## src/design/usb_misc_map.svh

```systemverilog
// register offsets, field positions, reset values and codes for the misc/test register bank
`ifndef USB_MISC_MAP_SVH
`define USB_MISC_MAP_SVH
`define ADDR_FIRMWARE_SCRATCH  8'h78
`define ADDR_WRITE_UNLOCK_KEY  8'h7C
`define ADDR_LINE_TEST_CONTROL 8'h84
`define UNLOCK_KEY_VALUE       16'hAA37
`define SCRATCH_RESET          16'h0000
`define READ_DEFAULT           16'h0000
`define TEST_CONTROL_RESET     8'h00
`define TEST_CONTROL_MASK      8'h9F
`define TEST_LINE_BITS_MASK    8'h0F
`define TEST_SPEED_BITS_MASK   8'h90
`define BIT_FORCE_HIGH_SPEED   7
`define BIT_FORCE_FULL_SPEED   4
`define BIT_PATTERN_TOGGLE     3
`define BIT_K_DRIVE            2
`define BIT_J_DRIVE            1
`define BIT_QUIESCENT_NAK      0
`define PATTERN_SEED           9'h1FF
`define PATTERN_TAP_A          8
`define PATTERN_TAP_B          4
`endif

```

## src/design/usb_misc_pkg.sv

```systemverilog
// types shared by the misc/test register bank
package usb_misc_pkg;
  typedef enum logic [2:0]
  {
    LINE_NORMAL  = 3'b000,
    LINE_PATTERN = 3'b001,
    LINE_K       = 3'b010,
    LINE_J       = 3'b011,
    LINE_QUIET   = 3'b100
  } line_mode_t;
endpackage

```

## src/design/usb_misc_test_lock_regs.sv

```systemverilog
// scratch, write-unlock and line test registers on the parallel register port
// Functional notes
// - 16-bit read/write scratch, no hardware effect, cleared by chip and bus reset
// - powered flag low and suspend entered: block every register write except the unlock key write
// - writing AA37h to write-only unlock register re-enables writes after resume
// - powered flag high: suspend never locks writes, no unlock needed
// - bit 7 forces high-speed only and disables chirp detection
// - bit 4 forces full-speed only and disables chirp detection
// - bit 3 toggles DP and DM in a fixed pseudo-random pattern
// - bit 2 drives K state, bit 1 drives J state
// - bit 0 sets high-speed idle, answer only valid HS IN tokens with NAK
// - a line test mode (bits 3:0) once entered persists until power cycle; bits 7 and 4 stay writable
`timescale 1ns/1ps
`include "usb_misc_map.svh"
module usb_misc_test_lock_regs
  import usb_misc_pkg::*;
#(
  parameter int ADDR_W = 8
)
(
  input  wire logic              core_clk_in,
  input  wire logic              reset_n_in,
  input  wire logic              bus_reset_in,
  input  wire logic              suspend_in,
  input  wire logic              processor_powered_flag_in,
  input  wire logic [ADDR_W-1:0] reg_addr_in,
  input  wire logic [15:0]       reg_wdata_in,
  input  wire logic              bus_write_strobe_in,
  input  wire logic              reg_read_in,
  output logic [15:0]            reg_rdata_out,
  output logic                   write_locked_out,
  output logic                   write_enable_out,
  output logic                   force_high_speed_out,
  output logic                   force_full_speed_out,
  output logic                   chirp_disable_out,
  output logic                   hs_nak_only_out,
  output logic                   line_dp_out,
  output logic                   line_dm_out,
  output logic                   line_drive_out,
  output line_mode_t             line_mode_out,
  output logic                   test_mode_active_out
);
  logic [15:0] firmware_scratch_reg;
  logic [7:0]  line_test_control_reg;
  logic        write_locked_reg;
  logic        suspend_prev_reg;
  logic        test_latched_reg;
  line_mode_t  line_mode_reg;
  line_mode_t  line_mode_next;
  logic        wr_ok;
  logic        unlock_hit;
  logic        pattern_bit;

  // the unlock register itself must stay writable or the lock could never be lifted
  assign unlock_hit = bus_write_strobe_in && reg_addr_in == `ADDR_WRITE_UNLOCK_KEY
                      && reg_wdata_in == `UNLOCK_KEY_VALUE;
  assign wr_ok      = bus_write_strobe_in && !write_locked_reg;

  // lock taken on the suspend entry edge only when the processor is unpowered
  always_ff @(posedge core_clk_in or negedge reset_n_in)
  begin
    if (!reset_n_in)
      suspend_prev_reg <= 1'b0;
    else
      suspend_prev_reg <= suspend_in;
  end

  always_ff @(posedge core_clk_in or negedge reset_n_in)
  begin
    if (!reset_n_in)
      write_locked_reg <= 1'b0;
    else if (suspend_in && !suspend_prev_reg && !processor_powered_flag_in)
      write_locked_reg <= 1'b1;
    else if (unlock_hit && !suspend_in)
      write_locked_reg <= 1'b0;
  end

  always_ff @(posedge core_clk_in or negedge reset_n_in)
  begin
    if (!reset_n_in)
      firmware_scratch_reg <= `SCRATCH_RESET;
    else if (bus_reset_in)
      firmware_scratch_reg <= `SCRATCH_RESET;
    else if (wr_ok && reg_addr_in == `ADDR_FIRMWARE_SCRATCH)
      firmware_scratch_reg <= reg_wdata_in;
  end

  // reserved bits 6:5 are never stored and read back as zero
  always_ff @(posedge core_clk_in or negedge reset_n_in)
  begin
    if (!reset_n_in)
      line_test_control_reg <= `TEST_CONTROL_RESET;
    else if (bus_reset_in)
      line_test_control_reg <= line_test_control_reg & `TEST_SPEED_BITS_MASK;
    else if (wr_ok && reg_addr_in == `ADDR_LINE_TEST_CONTROL)
      line_test_control_reg <= reg_wdata_in[7:0] & `TEST_CONTROL_MASK;
  end

  // line mode priority resolves illegal multi-bit settings deterministically
  always_comb
  begin
    line_mode_next = LINE_NORMAL;
    if (line_test_control_reg[`BIT_PATTERN_TOGGLE])
      line_mode_next = LINE_PATTERN;
    else if (line_test_control_reg[`BIT_K_DRIVE])
      line_mode_next = LINE_K;
    else if (line_test_control_reg[`BIT_J_DRIVE])
      line_mode_next = LINE_J;
    else if (line_test_control_reg[`BIT_QUIESCENT_NAK])
      line_mode_next = LINE_QUIET;
  end

  // the first line mode entered is held; clearing or rewriting the bits cannot leave it
  always_ff @(posedge core_clk_in or negedge reset_n_in)
  begin
    if (!reset_n_in)
    begin
      line_mode_reg    <= LINE_NORMAL;
      test_latched_reg <= 1'b0;
    end
    else if (!test_latched_reg && line_mode_next != LINE_NORMAL)
    begin
      line_mode_reg    <= line_mode_next;
      test_latched_reg <= 1'b1;
    end
  end

  pattern_gen u_pattern
  (
    .core_clk_in (core_clk_in),
    .reset_n_in  (reset_n_in),
    .enable_in   (line_mode_reg == LINE_PATTERN),
    .bit_out     (pattern_bit)
  );

  always_ff @(posedge core_clk_in or negedge reset_n_in)
  begin
    if (!reset_n_in)
    begin
      line_dp_out    <= 1'b0;
      line_dm_out    <= 1'b0;
      line_drive_out <= 1'b0;
    end
    else
    begin
      unique case (line_mode_reg)
        LINE_PATTERN:
        begin
          line_dp_out    <= pattern_bit;
          line_dm_out    <= !pattern_bit;
          line_drive_out <= 1'b1;
        end
        LINE_K:
        begin
          line_dp_out    <= 1'b0;
          line_dm_out    <= 1'b1;
          line_drive_out <= 1'b1;
        end
        LINE_J:
        begin
          line_dp_out    <= 1'b1;
          line_dm_out    <= 1'b0;
          line_drive_out <= 1'b1;
        end
        LINE_QUIET:
        begin
          line_dp_out    <= 1'b0;
          line_dm_out    <= 1'b0;
          line_drive_out <= 1'b1;
        end
        default:
        begin
          line_dp_out    <= 1'b0;
          line_dm_out    <= 1'b0;
          line_drive_out <= 1'b0;
        end
      endcase
    end
  end

  always_ff @(posedge core_clk_in or negedge reset_n_in)
  begin
    if (!reset_n_in)
      reg_rdata_out <= `READ_DEFAULT;
    else if (reg_read_in)
    begin
      unique case (reg_addr_in)
        `ADDR_FIRMWARE_SCRATCH:  reg_rdata_out <= firmware_scratch_reg;
        `ADDR_LINE_TEST_CONTROL: reg_rdata_out <= {8'h00, line_test_control_reg};
        default:                 reg_rdata_out <= `READ_DEFAULT;
      endcase
    end
  end

  assign force_high_speed_out = line_test_control_reg[`BIT_FORCE_HIGH_SPEED];
  assign force_full_speed_out = line_test_control_reg[`BIT_FORCE_FULL_SPEED];
  assign chirp_disable_out    = force_high_speed_out | force_full_speed_out;
  assign hs_nak_only_out      = line_mode_reg == LINE_QUIET;
  assign write_locked_out     = write_locked_reg;
  assign write_enable_out     = wr_ok;
  assign line_mode_out        = line_mode_reg;
  assign test_mode_active_out = test_latched_reg;

  chk_lock_on_suspend: assert property (@(posedge core_clk_in) disable iff (!reset_n_in)
    suspend_in && !$past(suspend_in) && !processor_powered_flag_in |=> write_locked_out)
    else $error("write lock not taken on unpowered suspend");
  chk_powered_no_lock: assert property (@(posedge core_clk_in) disable iff (!reset_n_in)
    !write_locked_out && processor_powered_flag_in |=> !write_locked_out)
    else $error("write lock taken while processor powered");
  chk_unlock_clears: assert property (@(posedge core_clk_in) disable iff (!reset_n_in)
    unlock_hit && !suspend_in && !(suspend_in && !suspend_prev_reg) |=> !write_locked_out)
    else $error("unlock code did not clear lock");
  chk_locked_scratch: assert property (@(posedge core_clk_in) disable iff (!reset_n_in)
    write_locked_out && !bus_reset_in |=> $stable(firmware_scratch_reg))
    else $error("scratch changed while locked");
  chk_scratch_busrst: assert property (@(posedge core_clk_in) disable iff (!reset_n_in)
    bus_reset_in |=> firmware_scratch_reg == `SCRATCH_RESET)
    else $error("scratch not cleared by bus reset");
  chk_busrst_speed: assert property (@(posedge core_clk_in) disable iff (!reset_n_in)
    bus_reset_in |=> (line_test_control_reg & `TEST_LINE_BITS_MASK) == `TEST_CONTROL_RESET &&
      $stable(line_test_control_reg & `TEST_SPEED_BITS_MASK))
    else $error("bus reset handling of test bits wrong");
  chk_chirp_off: assert property (@(posedge core_clk_in) disable iff (!reset_n_in)
    line_test_control_reg[`BIT_FORCE_HIGH_SPEED] || line_test_control_reg[`BIT_FORCE_FULL_SPEED]
      |-> chirp_disable_out)
    else $error("chirp detection not disabled");
  chk_k_drive_bit_drive: assert property (@(posedge core_clk_in) disable iff (!reset_n_in)
    line_mode_out == LINE_K |=> line_drive_out && !line_dp_out && line_dm_out)
    else $error("k state not driven");
  chk_mode_sticky: assert property (@(posedge core_clk_in) disable iff (!reset_n_in)
    test_mode_active_out |=> test_mode_active_out && $stable(line_mode_out))
    else $error("test mode left without power cycle");
endmodule

```

## src/design/pattern_gen.sv

```systemverilog
// pseudo-random bit source for the line pattern test, stepping only while enabled
`timescale 1ns/1ps
`include "usb_misc_map.svh"
module pattern_gen
(
  input  wire logic core_clk_in,
  input  wire logic reset_n_in,
  input  wire logic enable_in,
  output logic      bit_out
);
  logic [8:0] lfsr_reg;

  // fixed seed so the pattern is the same each time the test starts
  always_ff @(posedge core_clk_in or negedge reset_n_in)
  begin
    if (!reset_n_in)
      lfsr_reg <= `PATTERN_SEED;
    else if (enable_in)
      lfsr_reg <= {lfsr_reg[7:0], lfsr_reg[`PATTERN_TAP_A] ^ lfsr_reg[`PATTERN_TAP_B]};
  end

  assign bit_out = lfsr_reg[8];
endmodule

```

## config.mk

```make
export PLATFORM = sky130hd
export DESIGN_NAME = usb_misc_test_lock_regs
export DESIGN_NICKNAME = d
export VERILOG_FILES = /design/src/design/usb_misc_pkg.sv /design/src/design/usb_misc_test_lock_regs.sv /design/src/design/pattern_gen.sv
export VERILOG_INCLUDE_DIRS = /design/src /design/src/design
export SDC_FILE = /design/constraint.sdc
export NUM_CORES = 1
export LEC_CHECK = 0
export ABC_AREA = 0
export BUFFER_PORTS_ARGS = -buffer_cell sky130_fd_sc_hd__buf_2
export CORE_MARGIN = 2
export CORE_UTILIZATION = 26
export DETAILED_ROUTE_END_ITERATION = 8
export SLEW_MARGIN = 20
export SYNTH_ARGS = -nofsm -noshare
export SYNTH_HDL_FRONTEND = slang
export SYNTH_SLANG_ARGS = --single-unit
```

## constraint.sdc

```tcl
create_clock -name core_clk_in -period 1.5 [get_ports core_clk_in]
set_input_delay 0.225 -clock core_clk_in [delete_from_list [all_inputs] [get_ports core_clk_in]]
set_output_delay 0.225 -clock core_clk_in [all_outputs]
set_load 0.03 [all_outputs]
```

Word level (Yosys, flattened, before mapping):

Index checks and enable logic that the tools add are counted.

* eq/ne operators: 8
* bitwise logic cells: 3
* mux-type cells: 14
* reduce and logical (&&, ||, !) cells: 21

Operators with widths (count)
* 2-to-1 mux 16 bit: 2
* case mux 16 bit (2 select lines): 1
* equality test 16 bit, second input constant: 1
* equality test 8 x 7 -> 1 bit, second input constant: 2
* 2-to-1 mux 7 bit: 2
* 2-to-1 mux 3 bit: 4
* logical AND 1 bit: 9
* equality test 8 bit, second input constant: 1
* equality test 3 x 2 -> 1 bit, second input constant: 2
* zero test 1 bit: 6
* nonzero test 2 bit: 3
* case mux 1 bit (2 select lines): 2
* OR reduction 4 bit: 1
* equality test 3 x 1 -> 1 bit, second input constant: 1
* equality test 3 bit, second input constant: 1
* 2-to-1 mux 1 bit: 3
* nonzero test 3 bit: 1
* AND reduction 2 bit: 1
* NOT 1 bit: 1
* bitwise OR 1 bit: 1
* bitwise XOR 1 bit: 1

* output and inout bits: 29
* register bits after elaboration: 58

Longest topological paths before layout:

* depth in word-level cells: 6
* depth in mapped cells: 5
* gate-level depth less buffers: 4

Cells and area by module:

A second synthesis with hierarchy kept.

* cell total of the unflattened synthesis: 206
* area total of the unflattened synthesis: 2630.0 um^2

By module, submodules not included
* usb_misc_test_lock_regs: instances 1, cells each 185, area each 2244.7 um^2
* pattern_gen: instances 1, cells each 21, area each 385.4 um^2

Worst setup path before layout:

No wires, ideal clock.

* path type: input to register
* start: in reg_addr_in[1]
* end: reg write_locked_reg (netlist: write_locked_out)
* stages: 4
* data required time: 1.379 ns
* path buffers: 0
* slack: -0.395 ns
* arrival: 1.774 ns
* cell sequence: or3b_4 or4_1 or4_1 a22o_1

* word-level cells in the longest chain between the ends: 5

RTL lines
* start: declaration: RTL line usb_misc_test_lock_regs.sv:26 `input wire logic [ADDR_W-1:0] reg_addr_in,`
* equality test 8 x 7 -> 1 bit (no line)
* logical AND 1 bit (no line) (2 in a row)
* logical AND 1 bit: RTL line usb_misc_test_lock_regs.sv:74 `else if (unlock_hit && !suspend_in)`
* nonzero test 2 bit (no line)
* end signal: assignment: RTL line usb_misc_test_lock_regs.sv:71 `write_locked_reg <= 1'b0;`
* end signal: assignment: RTL line usb_misc_test_lock_regs.sv:73 `write_locked_reg <= 1'b1;`
* end signal: assignment: RTL line usb_misc_test_lock_regs.sv:75 `write_locked_reg <= 1'b0;`
* end: declaration: RTL line usb_misc_test_lock_regs.sv:45 `logic write_locked_reg;`

No other way between the ends.
A chain may end at the register's enable or synchronous reset.

Worst setup path after layout:

Same ends and word-level chain as after synthesis.

==> results.txt <==
Crit-path slowest cell - or4_1
Post-Route WL - 5.25 mm
total core area - 8590 um2
Mapped Area - 2260 um2
Layout Nets - 290
Root Driver - clkbuf_8
top cell type's share of synthesized area - 0.520
post-DR wirelength/cell - 14.3 um
final worst-path cycle share - 1.05
hold path startpoint - suspend_in
largest net degree at the start of global routing - 45
vias in the first global route - 1725
final setup skew - 0.00793 ns
Post-route DRC - 0
fillers - 878
crit-path max FO - 2
Reg2Reg Capture Point - firmware_scratch_reg[13]
CP arrival - 1.77 ns
register area - 1410 um2
worst vdd ir - 464 uV
CP cell instances - buf_6 -> or3b_4 -> or4_1 -> or4_1 -> a22o_1
hold depth - 1
ys async rst share - 1.00
GRT Total Usage - 0.115
top-count cell post-synth - dfrtp_1
Startpoint Class - primary input
full die area - 9470 um2
post-DP HPWL - 3.88 mm
ratio of cells with drive above 1 in the final layout - 0.462
routed vias - 1691
violated checks - setup timing
Worst-Skew Late Latency - 0.31 ns
#FFs+latches synth - 56
post-synthesis to final-layout area growth - 36.2%
Ant. Diodes - 0
HP Class - primary input to flop
Power Density - 957 nW/um2
setup ws final - -0.0712 ns
worst reg2reg startpoint - write_locked_out
Die X - 97.3 um
CP endpoint kind - flop
Max Fclk - 636 MHz
clk buf depth - 2
Buffers on Ports - 59
# H-tree levels - 2
net count after synthesis - 204
gr ovfl total - 0
CTS tree - done
Post-synth top cells - dfrtp_1, a22o_1, nor2_1, mux2_2, dfstp_2
post-route ant nets - 0
CTS buffer count - 5
Syn Inst Count - 173
Synth Area per Inst - 13.1 um2
most frequent CP cell - or4_1
Pleak - 0.00159 uW
drt first pass iters - 4
share of the yosys chip area belonging to registers - 0.624
Min Hold Slack - 0.0458 ns
max cap viols - 0
footprint of the multi-input gates - 838 um2
Initial Utilization - 0.263
Hold Path End - suspend_prev_reg
height of the die - 97.3 um
CTS Sinks - 56
RSZ-0062 raised after global routing - true
Crit path largest cell delay - 0.45 ns
Yosys warning total - 0
number of flops mapped to enable cells by yosys - 0
relative slew slack - 0.771
Slew @ Worst Pin - 0.339 ns
r2r setup slk - 0.15 ns
pre-CTS setup slack - -0.423 ns
status - finished, violations left
top cells by area, synth - dfrtp_1, dfstp_2, a22o_1
WP data required - 1.70 ns
R2R depth - 4
Worst-path clk slew - 0.09 ns
Yosys top cell by area - dfrtp_1
first-pass GRT wire length - 8.78 mm
Worst Path Class, Setup - primary input to flop
# setup viols final - 1
row cnt - 34
GP Congestion - 0.755
Synth cell types - 33
Tot Pwr - 2950 uW
post-layout minimum cycle time - 1.57 ns
I/O pins - 60
antenna violations before repair - 0
1st-iter DRT viols - 47
Final Max Slew Viols - 0
final core occ - 0.359
final hold violations - 0
Main synth FF type - dfrtp_1
post-DR vias/cell - 4.60
final cells by class:
class / count / share of cell area
timing repair buffer: 85 / 0.178
tap: 108 / 0.0438
clock buffer: 8 / 0.0398
multi-input combinational: 105 / 0.272
inverter: 6 / 0.00731
sequential: 56 / 0.459
per-stage QoR:
step | area, um2 | instances | TNS [ns]
final | 3080 | 368 | -0.0712
after global placement | 2930 | 358 | -3.17
after floorplan | 2300 | 173 | -1.22
after detailed placement | 2930 | 358 | -3.80
after CTS | 3070 | 367 | -0.0741
after global routing | 3080 | 368 | -0.150
placed cells by master, fill, tap and decap left out, types with 2 or more instances in the layout:
master     Yosys  routed
a22o_1        27      27
nor3b_1        3       3
a21oi_1        3       3
xnor2_1        2       2
nor2_1        14      13
dfrtp_1       47      46
mux2_2        10      10
buf_2          0      58
clkbuf_16      0       2
o21ai_0        2       2
a221o_1        6       6
mux2i_1        6       6
inv_1          5       5
nand2_1        2       2
nor3_2         0       2
nor2b_1        2       2
nand4_1        2       2
dfstp_2        9       9
and3_1         6       6
buf_12         0       4
buf_4          0      21
nand3_1        3       3
or4_1          2       2
clkbuf_8       0       5
worst max path at each step:
stage,startpoint,to,slack (ns),depth (start not counted)
after CTS,reg_addr_in[1],write_locked_out,-0.07,5
after floorplan,reg_addr_in[5],line_test_control_reg[4],-0.27,4
after global routing,reg_addr_in[1],write_locked_out,-0.12,5
final,reg_addr_in[1],write_locked_out,-0.07,5
after detailed placement,reg_addr_in[1],write_locked_out,-0.42,5
after global placement,reg_addr_in[1],write_locked_out,-0.39,5
where the power goes:
part / switching [uW] / total, uW / internal, uW
clock: 485 / 1020 / 534
sequential: 29.7 / 1620 / 1590
combinational: 169 / 312 / 143
routing by layer:
layer | global-route usage | vias up | wire length, um
met5 | 0 | - | 0
met4 | 0.0417 | 0 | 85
met3 | 0.0187 | 5 | 182
met2 | 0.183 | 41 | 2460
met1 | 0.159 | 825 | 2520
li1 | - | 820 | -
critical path, delay by kind of cell:
kind,cells,cell delay (ns)
AO/OA/AOI/OAI,1,0.22
buffers and inverters,1,0.09
AND/OR/NAND/NOR,3,1.23
kinds of logic after synthesis:
logic type             Yosys count  share of synthesized area
AO/OA/AOI/OAI                   40                      0.149
XOR/XNOR                         2                    0.00774
buffers and inverters           12                     0.0199
flip-flops                      56                      0.624
multiplexers                    16                     0.0763
AND/OR/NAND/NOR                 47                      0.123
repair_timing:
action,CTS,global route
pin swaps,0,0
hold buffers,1,0
endpoints found under the hold margin,3,0
setup endpoints to repair,2,10
setup buffers,0,1
gates resized for setup,2,2
Note: power is estimated with default switching activity, not from simulation.
